$ cat config.mk
export PLATFORM = sky130hd
export DESIGN_NAME = mda_core
export DESIGN_NICKNAME = d
export VERILOG_FILES = /design/src/hw/mda_ram.v /design/src/hw/mda_alu.v /design/src/hw/mda_core.v
export VERILOG_INCLUDE_DIRS = /design/src /design/src/hw
export SDC_FILE = /design/constraint.sdc
export NUM_CORES = 2
export LEC_CHECK = 0
export BUFFER_PORTS_ARGS = -buffer_cell sky130_fd_sc_hd__buf_4
export CAP_MARGIN = 20
export CORE_MARGIN = 2
export CORE_UTILIZATION = 25
export CTS_CLUSTER_SIZE = 20
export DETAILED_ROUTE_END_ITERATION = 8
export PLACE_DENSITY = 0.43
export SYNTH_ARGS = -nofsm -noshare
export SYNTH_HDL_FRONTEND = slang
export SYNTH_SLANG_ARGS = --single-unit
$ cat constraint.sdc
create_clock -name ref_clk_i -period 23.4 [get_ports ref_clk_i]
set_clock_uncertainty 0.1 [all_clocks]
set_input_delay 4.68 -clock ref_clk_i [delete_from_list [all_inputs] [get_ports ref_clk_i]]
set_output_delay 4.68 -clock ref_clk_i [all_outputs]
set_load 0.03 [all_outputs]
$ cat src/hw/mda_defines.vh
`ifndef MDA_DEFINES_VH
`define MDA_DEFINES_VH
// ==========================================================
// Data memory locations
`define MDA_LOC_IND0     8'h00
`define MDA_LOC_PTR0     8'h01
`define MDA_LOC_IND1     8'h02
`define MDA_LOC_PTR1     8'h03
`define MDA_LOC_BANK     8'h04
`define MDA_LOC_WREG     8'h05
`define MDA_LOC_FLAGS    8'h0a
`define MDA_LOC_GP       8'h20
`define MDA_LOC_USB_LO   8'h41
`define MDA_LOC_USB_HI   8'h4a
`define MDA_USB_PAGE     4'h4
// ==========================================================
// Bus map
`define MDA_BUS_MEM_END  32'h00000400
`define MDA_BUS_CMD      32'h00000400
`define MDA_BUS_EVT      32'h00000404
`define MDA_HSIZE_WORD   3'h2
`define MDA_HRESP_OKAY   1'h0
// ==========================================================
// Flag bit positions
`define MDA_FL_C         0
`define MDA_FL_HC        1
`define MDA_FL_Z         2
`define MDA_FL_SW        3
// ==========================================================
// Command and event fields
`define MDA_CMD_OP_LSB   0
`define MDA_CMD_OP_MSB   3
`define MDA_CMD_LOC_LSB  4
`define MDA_CMD_LOC_MSB  11
`define MDA_CMD_DST      12
`define MDA_EVT_HALT     0
`define MDA_EVT_WDCLR    1
// ==========================================================
// Operation codes
`define MDA_OP_ADD       4'h0
`define MDA_OP_ADC       4'h1
`define MDA_OP_SUB       4'h2
`define MDA_OP_SBC       4'h3
`define MDA_OP_DADJ      4'h4
`define MDA_OP_AND       4'h5
`define MDA_OP_OR        4'h6
`define MDA_OP_XOR       4'h7
`define MDA_OP_CPL       4'h8
`define MDA_OP_RL        4'h9
`define MDA_OP_RR        4'ha
`define MDA_OP_RLC       4'hb
`define MDA_OP_RRC       4'hc
`define MDA_OP_INC       4'hd
`define MDA_OP_DEC       4'he
`define MDA_OP_MOVE      4'hf
// ==========================================================
// Reset values
`define MDA_RST_BYTE     8'h00
`define MDA_RST_ARITH    4'h0
`define MDA_RST_BIT      1'h0
`define MDA_RST_CMD      13'h0000
`endif

$ cat src/hw/mda_ram.v
`default_nettype none
// ==========================================================
// Simple dual-port store, registered read
module mda_ram #(
    parameter ADDR_W = 8,
    parameter DATA_W = 8
) (
    input  wire              ref_clk_i,
    input  wire              ce_i,
    input  wire              we_i,
    input  wire [ADDR_W-1:0] waddr_i,
    input  wire [DATA_W-1:0] wdata_i,
    input  wire [ADDR_W-1:0] raddr_i,
    output reg  [DATA_W-1:0] rdata_o
);
    reg [DATA_W-1:0] mem [0:(1<<ADDR_W)-1];

    // Contents are not reset; software must initialise them
    always @(posedge ref_clk_i)
    begin
        if (ce_i)
        begin
            if (we_i)
            begin
                mem[waddr_i] <= wdata_i;
            end
            rdata_o <= mem[raddr_i];
        end
    end
endmodule
`default_nettype wire

$ cat src/hw/mda_alu.v
`include "mda_defines.vh"
`default_nettype none
// ==========================================================
// Combinational 8-bit ALU, reports which flags it touches
module mda_alu (
    input  wire [3:0] op_i,
    input  wire [7:0] wreg_i,
    input  wire [7:0] opd_i,
    input  wire       carry_i,
    input  wire       half_i,
    output reg  [7:0] result_o,
    output reg  [3:0] mask_o,
    output reg  [3:0] flag_o
);
    reg [7:0] bb;
    reg [7:0] ci;
    reg [8:0] sum;
    reg [4:0] lo;
    reg [7:0] low7;
    reg [8:0] dadj;

    always @*
    begin
        bb = ((op_i == `MDA_OP_SUB) || (op_i == `MDA_OP_SBC)) ? ~opd_i : opd_i;
        ci = (op_i == `MDA_OP_ADD) ? 8'h00 :
             (op_i == `MDA_OP_SUB) ? 8'h01 : {7'h00, carry_i};
        sum = {1'b0, wreg_i} + {1'b0, bb} + {1'b0, ci};
        lo = {1'b0, wreg_i[3:0]} + {1'b0, bb[3:0]} + ci[4:0];
        low7 = {1'b0, wreg_i[6:0]} + {1'b0, bb[6:0]} + ci;
        dadj = {1'b0, wreg_i};
        if ((wreg_i[3:0] > 4'h9) || half_i)
        begin
            dadj = dadj + 9'h006;
        end
        if ((dadj[7:4] > 4'h9) || carry_i || dadj[8])
        begin
            dadj = dadj + 9'h060;
        end
        result_o = opd_i;
        mask_o = 4'h0;
        flag_o = 4'h0;
        case (op_i)
            `MDA_OP_ADD, `MDA_OP_ADC, `MDA_OP_SUB, `MDA_OP_SBC:
            begin
                // Carry is "no borrow" on subtract since bb is inverted
                result_o = sum[7:0];
                mask_o = 4'hf;
                flag_o[`MDA_FL_C] = sum[8];
                flag_o[`MDA_FL_HC] = lo[4];
                flag_o[`MDA_FL_SW] = low7[7] ^ sum[8];
            end
            `MDA_OP_DADJ:
            begin
                result_o = dadj[7:0];
                mask_o[`MDA_FL_C] = 1'b1;
                flag_o[`MDA_FL_C] = carry_i | dadj[8] | (wreg_i > 8'h99);
            end
            `MDA_OP_AND:
            begin
                result_o = wreg_i & opd_i;
                mask_o[`MDA_FL_Z] = 1'b1;
            end
            `MDA_OP_OR:
            begin
                result_o = wreg_i | opd_i;
                mask_o[`MDA_FL_Z] = 1'b1;
            end
            `MDA_OP_XOR:
            begin
                result_o = wreg_i ^ opd_i;
                mask_o[`MDA_FL_Z] = 1'b1;
            end
            `MDA_OP_CPL:
            begin
                result_o = ~opd_i;
                mask_o[`MDA_FL_Z] = 1'b1;
            end
            `MDA_OP_RL:  result_o = {opd_i[6:0], opd_i[7]};
            `MDA_OP_RR:  result_o = {opd_i[0], opd_i[7:1]};
            `MDA_OP_RLC:
            begin
                result_o = {opd_i[6:0], carry_i};
                mask_o[`MDA_FL_C] = 1'b1;
                flag_o[`MDA_FL_C] = opd_i[7];
            end
            `MDA_OP_RRC:
            begin
                result_o = {carry_i, opd_i[7:1]};
                mask_o[`MDA_FL_C] = 1'b1;
                flag_o[`MDA_FL_C] = opd_i[0];
            end
            `MDA_OP_INC:
            begin
                result_o = opd_i + 8'h01;
                mask_o[`MDA_FL_Z] = 1'b1;
            end
            `MDA_OP_DEC:
            begin
                result_o = opd_i - 8'h01;
                mask_o[`MDA_FL_Z] = 1'b1;
            end
            default:     result_o = opd_i;
        endcase
        flag_o[`MDA_FL_Z] = (result_o == 8'h00);
    end
endmodule
`default_nettype wire

$ cat src/hw/mda_core.v
// The AHB-Lite register port was chosen for this implementation.
`include "mda_defines.vh"
`default_nettype none
module mda_core #(
    parameter GP_ADDR_W  = 8,
    parameter USB_ADDR_W = 4
) (
    input  wire        ref_clk_i,
    input  wire        reset_i,
    input  wire        ce_i,
    input  wire        hsel_i,
    input  wire [31:0] haddr_i,
    input  wire [1:0]  htrans_i,
    input  wire        hwrite_i,
    input  wire [2:0]  hsize_i,
    input  wire [31:0] hwdata_i,
    input  wire        hready_i,
    input  wire        wdt_timeout_i,
    output reg  [31:0] hrdata_o,
    output reg         hreadyout_o,
    output reg         hresp_o,
    output reg  [7:0]  flags_o,
    output reg  [7:0]  working_register_o
);
    localparam [1:0] ST_IDLE  = 2'h0;
    localparam [1:0] ST_DATA  = 2'h1;
    localparam [1:0] ST_RDOUT = 2'h2;
    localparam [1:0] ST_EXEC  = 2'h3;
    localparam [1:0] SEL_NONE = 2'h0;
    localparam [1:0] SEL_MEM  = 2'h1;
    localparam [1:0] SEL_CMD  = 2'h2;
    localparam [1:0] SEL_EVT  = 2'h3;

    // ==========================================================
    // Location resolution
    function is_ind;
        input [7:0] a;
        begin
            is_ind = (a == `MDA_LOC_IND0) || (a == `MDA_LOC_IND1);
        end
    endfunction

    // Result is {null, bank, addr}; null marks indirect-to-indirect
    function [9:0] resolve;
        input [7:0] loc;
        input [7:0] p0;
        input [7:0] p1;
        input       bk;
        begin
            resolve = {2'b00, loc};
            if (loc == `MDA_LOC_IND0)
            begin
                resolve = {is_ind(p0), 1'b0, p0};
            end
            else if (loc == `MDA_LOC_IND1)
            begin
                resolve = {is_ind(p1), bk, p1};
            end
        end
    endfunction

    function in_usb;
        input [7:0] a;
        begin
            in_usb = (a >= `MDA_LOC_USB_LO) && (a <= `MDA_LOC_USB_HI);
        end
    endfunction

    // ==========================================================
    // State
    reg [1:0]  state_ff;
    reg [1:0]  sel_ff;
    reg        write_ff;
    reg [7:0]  loc_ff;
    reg [9:0]  tgt_ff;
    reg [7:0]  ptr0_ff;
    reg [7:0]  ptr1_ff;
    reg        bank_ff;
    reg [7:0]  wreg_ff;
    reg [3:0]  arith_ff;
    reg        sleep_ff;
    reg        expiry_ff;
    reg [12:0] cmd_ff;

    reg [1:0]  nxt_state;
    reg [1:0]  nxt_sel;
    reg        nxt_write;
    reg [7:0]  nxt_loc;
    reg [9:0]  nxt_tgt;
    reg [7:0]  nxt_ptr0;
    reg [7:0]  nxt_ptr1;
    reg        nxt_bank;
    reg [7:0]  nxt_wreg;
    reg [3:0]  nxt_arith;
    reg        nxt_sleep;
    reg        nxt_expiry;
    reg [12:0] nxt_cmd;
    reg        nxt_hready;
    reg [31:0] nxt_hrdata;

    reg        wr_en;
    reg [9:0]  wr_tgt;
    reg [7:0]  wr_data;
    reg [7:0]  tgt_val;
    reg        do_halt;
    reg        do_clr;

    wire [9:0] res_bus;
    wire [9:0] res_cmd;
    wire [9:0] rd_tgt;
    wire [7:0] gp_rdata;
    wire [7:0] usb_rdata;
    wire [7:0] alu_res;
    wire [3:0] alu_mask;
    wire [3:0] alu_flag;
    wire       accept;
    wire       ram_gp_we;
    wire       ram_usb_we;
    wire       cmd_to_mem;

    assign res_bus = resolve(loc_ff, ptr0_ff, ptr1_ff, bank_ff);
    assign res_cmd = resolve(hwdata_i[`MDA_CMD_LOC_MSB:`MDA_CMD_LOC_LSB],
                             ptr0_ff, ptr1_ff, bank_ff);
    assign rd_tgt = (sel_ff == SEL_CMD) ? res_cmd : res_bus;
    assign accept = hsel_i && htrans_i[1] && hready_i && (state_ff == ST_IDLE);
    assign cmd_to_mem = cmd_ff[`MDA_CMD_DST];

    // ==========================================================
    // Storage and ALU
    // bank 0 and bank 1 write gates
    assign ram_gp_we = wr_en && !wr_tgt[9] && !wr_tgt[8] && (wr_tgt[7:0] >= `MDA_LOC_GP);
    assign ram_usb_we = wr_en && !wr_tgt[9] && wr_tgt[8] && in_usb(wr_tgt[7:0]);

    mda_ram #(
        .ADDR_W (GP_ADDR_W),
        .DATA_W (8)
    ) u_gp_ram (
        .ref_clk_i (ref_clk_i),
        .ce_i      (ce_i),
        .we_i      (ram_gp_we),
        .waddr_i   (wr_tgt[GP_ADDR_W-1:0]),
        .wdata_i   (wr_data),
        .raddr_i   (rd_tgt[GP_ADDR_W-1:0]),
        .rdata_o   (gp_rdata)
    );

    mda_ram #(
        .ADDR_W (USB_ADDR_W),
        .DATA_W (8)
    ) u_usb_ram (
        .ref_clk_i (ref_clk_i),
        .ce_i      (ce_i),
        .we_i      (ram_usb_we),
        .waddr_i   (wr_tgt[USB_ADDR_W-1:0]),
        .wdata_i   (wr_data),
        .raddr_i   (rd_tgt[USB_ADDR_W-1:0]),
        .rdata_o   (usb_rdata)
    );

    mda_alu u_alu (
        .op_i     (cmd_ff[`MDA_CMD_OP_MSB:`MDA_CMD_OP_LSB]),
        .wreg_i   (wreg_ff),
        .opd_i    (tgt_val),
        .carry_i  (arith_ff[`MDA_FL_C]),
        .half_i   (arith_ff[`MDA_FL_HC]),
        .result_o (alu_res),
        .mask_o   (alu_mask),
        .flag_o   (alu_flag)
    );

    // ==========================================================
    // Read mux over the resolved target
    always @*
    begin
        tgt_val = 8'h00;
        if (tgt_ff[9])
        begin
            tgt_val = 8'h00;
        end
        else if (tgt_ff[7:0] < `MDA_LOC_GP)
        begin
            case (tgt_ff[7:0])
                `MDA_LOC_PTR0:  tgt_val = ptr0_ff;
                `MDA_LOC_PTR1:  tgt_val = ptr1_ff;
                `MDA_LOC_BANK:  tgt_val = {7'h00, bank_ff};
                `MDA_LOC_WREG:  tgt_val = wreg_ff;
                `MDA_LOC_FLAGS: tgt_val = {2'b00, expiry_ff, sleep_ff, arith_ff};
                default:        tgt_val = 8'h00;
            endcase
        end
        else if (!tgt_ff[8])
        begin
            tgt_val = gp_rdata;
        end
        else if (in_usb(tgt_ff[7:0]))
        begin
            tgt_val = usb_rdata;
        end
    end

    // ==========================================================
    // Bus sequencer
    always @*
    begin
        nxt_state = state_ff;
        nxt_sel = sel_ff;
        nxt_write = write_ff;
        nxt_loc = loc_ff;
        nxt_tgt = tgt_ff;
        nxt_cmd = cmd_ff;
        nxt_hready = hreadyout_o;
        nxt_hrdata = hrdata_o;
        wr_en = 1'b0;
        wr_tgt = res_bus;
        wr_data = hwdata_i[7:0];
        do_halt = 1'b0;
        do_clr = 1'b0;
        case (state_ff)
            ST_IDLE:
            begin
                if (accept)
                begin
                    nxt_state = ST_DATA;
                    nxt_hready = 1'b0;
                    nxt_write = hwrite_i;
                    nxt_loc = haddr_i[9:2];
                    if (hsize_i != `MDA_HSIZE_WORD)
                        nxt_sel = SEL_NONE;
                    else if ((haddr_i < `MDA_BUS_MEM_END) && (haddr_i[1:0] == 2'b00))
                        nxt_sel = SEL_MEM;
                    else if (haddr_i == `MDA_BUS_CMD)
                        nxt_sel = SEL_CMD;
                    else if (haddr_i == `MDA_BUS_EVT)
                        nxt_sel = SEL_EVT;
                    else
                        nxt_sel = SEL_NONE;
                end
            end
            ST_DATA:
            begin
                nxt_state = ST_IDLE;
                nxt_hready = 1'b1;
                nxt_hrdata = 32'h00000000;
                nxt_tgt = rd_tgt;
                case (sel_ff)
                    SEL_MEM:
                    begin
                        if (write_ff)
                            wr_en = 1'b1;
                        else
                        begin
                            nxt_state = ST_RDOUT;
                            nxt_hready = 1'b0;
                        end
                    end
                    SEL_CMD:
                    begin
                        if (write_ff)
                        begin
                            nxt_cmd = hwdata_i[12:0];
                            nxt_state = ST_EXEC;
                            nxt_hready = 1'b0;
                        end
                        else
                            nxt_hrdata = {19'h00000, cmd_ff};
                    end
                    SEL_EVT:
                    begin
                        do_halt = write_ff && hwdata_i[`MDA_EVT_HALT];
                        do_clr = write_ff && hwdata_i[`MDA_EVT_WDCLR];
                    end
                    default:
                    begin
                        nxt_hrdata = 32'h00000000;
                    end
                endcase
            end
            ST_RDOUT:
            begin
                nxt_state = ST_IDLE;
                nxt_hready = 1'b1;
                nxt_hrdata = {24'h000000, tgt_val};
            end
            ST_EXEC:
            begin
                nxt_state = ST_IDLE;
                nxt_hready = 1'b1;
                wr_en = cmd_to_mem;
                wr_tgt = tgt_ff;
                wr_data = (cmd_ff[`MDA_CMD_OP_MSB:`MDA_CMD_OP_LSB] == `MDA_OP_MOVE) ?
                          wreg_ff : alu_res;
            end
            default:
            begin
                nxt_state = ST_IDLE;
                nxt_hready = 1'b1;
            end
        endcase
    end

    // ==========================================================
    // Register write decode and flag update
    always @*
    begin
        nxt_ptr0 = ptr0_ff;
        nxt_ptr1 = ptr1_ff;
        nxt_bank = bank_ff;
        nxt_wreg = wreg_ff;
        nxt_arith = arith_ff;
        nxt_sleep = sleep_ff;
        nxt_expiry = expiry_ff;
        if (wr_en && !wr_tgt[9] && (wr_tgt[7:0] < `MDA_LOC_GP))
        begin
            case (wr_tgt[7:0])
                `MDA_LOC_PTR0:  nxt_ptr0 = wr_data;
                `MDA_LOC_PTR1:  nxt_ptr1 = wr_data;
                `MDA_LOC_BANK:  nxt_bank = wr_data[0];
                `MDA_LOC_WREG:  nxt_wreg = wr_data;
                `MDA_LOC_FLAGS: nxt_arith = wr_data[3:0];
                default:        nxt_arith = nxt_arith;
            endcase
        end
        if (state_ff == ST_EXEC)
        begin
            if (!cmd_to_mem)
                nxt_wreg = alu_res;
            nxt_arith = (nxt_arith & ~alu_mask) | (alu_flag & alu_mask);
        end
        if (do_clr)
            nxt_sleep = 1'b0;
        if (do_halt)
            nxt_sleep = 1'b1;
        // expiry flag, timeout wins over clears
        if (do_clr || do_halt)
            nxt_expiry = 1'b0;
        if (wdt_timeout_i)
            nxt_expiry = 1'b1;
    end

    // ==========================================================
    // Flops
    // Flags kept only here; nothing saves them on a call
    always @(posedge ref_clk_i)
    begin
        if (reset_i)
        begin
            state_ff <= ST_IDLE;
            sel_ff <= SEL_NONE;
            write_ff <= 1'b0;
            loc_ff <= `MDA_RST_BYTE;
            tgt_ff <= 10'h000;
            ptr0_ff <= `MDA_RST_BYTE;
            ptr1_ff <= `MDA_RST_BYTE;
            bank_ff <= `MDA_RST_BIT;
            wreg_ff <= `MDA_RST_BYTE;
            arith_ff <= `MDA_RST_ARITH;
            sleep_ff <= `MDA_RST_BIT;
            expiry_ff <= `MDA_RST_BIT;
            cmd_ff <= `MDA_RST_CMD;
            hreadyout_o <= 1'b1;
            hrdata_o <= 32'h00000000;
            hresp_o <= `MDA_HRESP_OKAY;
            flags_o <= 8'h00;
            working_register_o <= `MDA_RST_BYTE;
        end
        else if (ce_i)
        begin
            state_ff <= nxt_state;
            sel_ff <= nxt_sel;
            write_ff <= nxt_write;
            loc_ff <= nxt_loc;
            tgt_ff <= nxt_tgt;
            ptr0_ff <= nxt_ptr0;
            ptr1_ff <= nxt_ptr1;
            bank_ff <= nxt_bank;
            wreg_ff <= nxt_wreg;
            arith_ff <= nxt_arith;
            sleep_ff <= nxt_sleep;
            expiry_ff <= nxt_expiry;
            cmd_ff <= nxt_cmd;
            hreadyout_o <= nxt_hready;
            hrdata_o <= nxt_hrdata;
            hresp_o <= `MDA_HRESP_OKAY;
            // Mirrors are one cycle behind the internal state
            flags_o <= {2'b00, expiry_ff, sleep_ff, arith_ff};
            working_register_o <= wreg_ff;
        end
    end
endmodule
`default_nettype wire

# After elaboration in Yosys (flattened, before gate mapping)
# Memory sizes are Yosys's and may differ from the RTL's. A register that Yosys moved wholly into a read port is not among the register bits.
# Cells that the tools add are included.
# classes
n_addsub,10
magnitude_cmp,11
n_eq_ne,39
muxes,65
bitwise,11
reduce_logical,48
# op_table
operator,count
$mux 8,12
$pmux 8 s12,1
$eq 32x11->1 const B,2
$pmux 32 s2,1
$mux 10,6
$eq 8x2->1 const B,6
$logic_not 8->1,5
$pmux 8 s5,1
$eq 4x4->1 const B,8
$eq 8x3->1 const B,4
$lt 32x11->1 const B,1
$mux 13,2
$mux 1,24
$mux 9,2
$eq 4x3->1 const B,4
$eq 8x1->1 const B,2
$eq 8x4->1 const B,2
$ge 8x7->1 const B,2
$le 8x7->1 const B,2
$lt 8x6->1 const B,2
$logic_and 1x1->1,14
$mux 2,7
$mux 4,3
$reduce_and 3->1,4
44 further kinds,67
# totals
register_bits,114
ram_bits,2176
input_bits,76
out_inout_bits,50
word_cells,203
n_memories,2
# mem_list
memory,depth,width,rd,rd_ports_with_merged_regs,write_ports,line,source
u_gp_ram.mem,256,8,1,1,1,mda_ram.v:16,reg [DATA_W-1:0] mem [0:(1<<ADDR_W)-1];
u_usb_ram.mem,16,8,1,1,1,mda_ram.v:16,

# Longest topological paths before layout
# logic_depth
word_depth,18
ltp_mapped,19

# Modules after synthesis
# A second synthesis with hierarchy kept.
# hier_totals
cells_unflattened,5088
area_unflattened_um2,93514.7
# modules_own_cells
module,instances,cells_per_inst,area_per_inst_um2
mda_ram at u_gp_ram,1,3762,79945.4
mda_core,1,766,5989.5
mda_ram at u_usb_ram,1,230,5232.5
mda_alu,1,330,2347.3

# Worst setup path before layout
# OpenSTA, ideal clock, no wires.
# synth_timing
path_kind,input -> register
start,input port hwdata_i[5]
end,"memory u_gp_ram.mem[0][5], data pin"
setup_time_ps,1817
t_arrival_ps,12706
setup_slack_ps,8777
cell_stages,3
n_path_buf,1
path_cell_list,clkbuf_1 -> nor2_1 -> a41oi_1
# synth_via
elab_chain_cells,1
# synth_lines
element,line,source
from (decl),mda_core.v:16,"input wire [31:0] hwdata_i,"
$mux 8,mda_core.v:218,case (state_ff)
named net u_gp_ram.wdata_i[5],mda_ram.v:12,"input wire [DATA_W-1:0] wdata_i,"
to (decl),mda_ram.v:16,
# The timed path passes the listed nets, and every way through them passes these cells.

# Final worst setup path
# layout_timing
start,input port hwdata_i[6]
end,"register u_gp_ram.rdata_o[0] (read register of u_gp_ram.mem), data pin"
# layout_via
elab_chain_cells,4
word_cells_on_any_way,5
# layout_lines
element,line,source
$eq 8x2->1 (no line),--,
$mux 10,mda_core.v:55,else if (loc == `MDA_LOC_IND1)
$mux 10 (*),mda_core.v:51,if (loc == `MDA_LOC_IND0)
$mux 10 (*),mda_core.v:124,assign rd_tgt = (sel_ff == SEL_CMD) ? res_cmd : res_bus;
to (decl),mda_ram.v:14,output reg [DATA_W-1:0] rdata_o
# Every way passes the cells marked *; elsewhere a longest branch is shown, timed or not.
# A chain may end at the register's enable or synchronous reset.

==> impl_metrics.json <==
{
  "synth-edff-count": 2192,
  "grt_util_all_layers": 0.155,
  "setup_viol": 0,
  "max-clock-path-buffers": 4,
  "grt_pass1_vias": 53648,
  "post_cts_buffers": 0,
  "drive_gt1_frac": 0.133,
  "wl_per_cell_microns": 26.2,
  "fin_tns_setup_ns": 0,
  "vias": 55385,
  "dieHeight_microns": 615,
  "postLayoutCoreUtil": 0.293,
  "initial_core_util": 0.251,
  "hold_violations": 0,
  "cts_tree": "done",
  "slew_viol_final": 0,
  "grt_max_degree": 195,
  "hpwlAfterDp_microns": 181000,
  "yosys_warnings": 0,
  "tightest_slew_ns": 1.34,
  "area_delta_synth_final_pct": 16.7,
  "layout.cells.non_filler": 11556,
  "async_reset_ff_frac": 0,
  "path_clk_slew_ns": 0.06,
  "grt_setup_unrepaired": "false",
  "critPathLaunchType": "primary input",
  "peakVddDrop_uv": 68.3,
  "synth_top_area_share": 0.705,
  "synth_seq_area_share": 0.725,
  "slew_headroom": 0.103,
  "htree_levels": 4,
  "overflow": 0,
  "dp.cells": 11113,
  "synth.area.top_cells": "edfxtp_1, mux2i_1, mux4_2",
  "layout.nets": 6510,
  "die_area_sq_mm": 0.379,
  "power.density_mw_per_mm2": 80.1,
  "fmax_mhz": 95.8,
  "ctsResizeCount": 0,
  "syn_avg_cell_area_sq_um": 15.6,
  "synthCells": 5971,
  "drcViolationCount": 0,
  "drv_cap": 0,
  "hold_class": "reg2reg",
  "vias_per_cell": 4.79,
  "end_kind": "flip-flop",
  "power_leakage_nw": 33.8,
  "rows": 224,
  "synth_area_sq_mm": 0.0934,
  "required_ns": 23.95,
  "worst-path-max-fanout": 42,
  "holdBufCountCts": 0,
  "cts_buffers": 246,
  "drtPass1Iterations": 5,
  "yosysTopAreaCell": "edfxtp_1",
  "period_minus_slack_ns": 10.44,
  "io_buffers": 83,
  "arrival_ns": 10.99,
  "io_pins": 126,
  "synth_cell_types": 84,
  "synth-seq-cells": 2287,
  "cts_sinks": 2287,
  "antenna_found_initial": 23,
  "finalCritPeriodShare": 0.446,
  "grt_pass1_wl_microns": 424000,
  "die_x_microns": 615,
  "clock_latency_ns": 0.93,
  "ant_nets": 0,
  "worstSetupPathType": "in2reg",
  "status": "finished, final reports clean",
  "yosys_most_used_dff": "edfxtp_1",
  "core_area_sq_mm": 0.372,
  "gp_congestion": 0.811,
  "root_buffer": "clkbuf_16",
  "drtIter0Drc": 5998,
  "drt-total-wl_microns": 303000
}
cell type report:
cell class	count	area, sq um
inverters	48	180
clock buffers	302	6470
flip-flops and latches	2287	67700
fillers	37262	263000
multi-input cells	3558	24900
diodes	3	7.51
clock inverters	135	1350
repair buffers	251	2120
well taps	4972	6220
synthesized netlist by cell type, drive strengths merged (8+ instances only):
library cell	instances
o211ai	17
and2	10
mux2i	475
o2111ai	9
dfxtp	95
or4	17
mux4	203
xor2	11
nor4	39
nand4	22
o32ai	17
nand3	91
nor2	394
clkbuf	187
xnor2	14
a311oi	8
nand2	634
o221ai	164
o31ai	10
a31oi	88
o21ai	129
ha	39
o21a	8
a21oi	333
nor3	97
a221oi	15
nor2b	12
buf	216
inv	47
a211oi	42
mux2	19
a22oi	11
or3	9
and3	53
edfxtp	2192
a21o	16
a2111oi	17
o22ai	97
where the power goes:
part / internal, W / switching [W] / total, W
clock: 0.00223 / 0.00164 / 0.00387
sequential: 0.00454 / 0.0000194 / 0.00456
combinational: 0.0000803 / 0.000224 / 0.000305
total: 0.00685 / 0.00188 / 0.00874
worst paths after layout:
| path | from | slack, ns | cells after the start | to |
|---|---|---|---|---|
| max reg2reg | sel_ff[0]$_SDFFE_PP0P_ | 15.91 | 16 | u_gp_ram.rdata_o[0]$_DFFE_PP_ |
| min | cmd_ff[10]$_SDFFE_PP0P_ | 0.35 | 2 | cmd_ff[10]$_SDFFE_PP0P_ |
| min reg2reg | cmd_ff[10]$_SDFFE_PP0P_ | 0.35 | 2 | cmd_ff[10]$_SDFFE_PP0P_ |
| max | hwdata_i[6] | 12.96 | 15 | u_gp_ram.rdata_o[0]$_DFFE_PP_ |
sequential cells by signal, summed over array words and instances, names as in the netlist, 2 cells and up:
register,count
u_gp_ram.mem,2048
u_usb_ram.mem,128
cmd_ff,13
hrdata_o,13
tgt_ff,10
loc_ff,8
ptr0_ff,8
ptr1_ff,8
u_gp_ram.rdata_o,8
u_usb_ram.rdata_o,8
working_register_o,8
wreg_ff,8
flags_o,6
arith_ff,4
sel_ff,2
state_ff,2
cells in the final DEF (no fill, tap or decap), types with 97 or more instances in the layout:
cell / count
mux4_2: 203
mux2i_1: 473
nor2_1: 391
nand2_1: 623
o22ai_1: 97
buf_4: 228
clkbuf_16: 250
a21oi_1: 329
o21ai_0: 120
edfxtp_1: 2192
conb_1: 326
o221ai_1: 164
metal layers:
metal  routed length (microns)  track usage
met1                    139000        0.220
met2                    139000        0.246
met3                     17900       0.0239
met4                      8240       0.0417
met5                        11            0
critical path: stages:
cell and delay, ns:
buf_4 0.15, nor4_2 0.27, buf_4 0.22, a311o_1 0.28, and2_4 0.66, buf_4 0.67, buf_4 0.70, buf_4 0.69
mux2i_1 0.16, o221ai_1 0.39, a211oi_1 0.32, nor4_1 0.49, buf_2 0.28, nand4_1 0.18, o41ai_1 0.66
stage by stage:
stage	hold slack (ns)	total power, W	cell area [sq um]	worst slack (ns)
2_1_floorplan	0.336	0.00484	94600	8.78
3_3_place_gp	0.342	0.00494	101000	11.49
3_5_place_dp	0.349	0.00495	101000	11.95
4_1_cts	0.355	0.00882	109000	12.90
5_1_grt	0.377	0.00899	109000	12.62
6_report	0.354	0.00874	109000	12.96
logic make-up after synthesis:
group                    count (synthesis)  synth area share
flip-flops                            2287             0.725
AND/OR/NAND/NOR                       1404            0.0648
AO/OA/AOI/OAI                         1064            0.0754
multiplexers                           697             0.102
buffers and inverters                  451            0.0244
adder cells (fa/ha/maj)                 42           0.00587
XOR/XNOR                                25           0.00234
other                                    1         0.0000401
(Power assumes the default switching activity.)
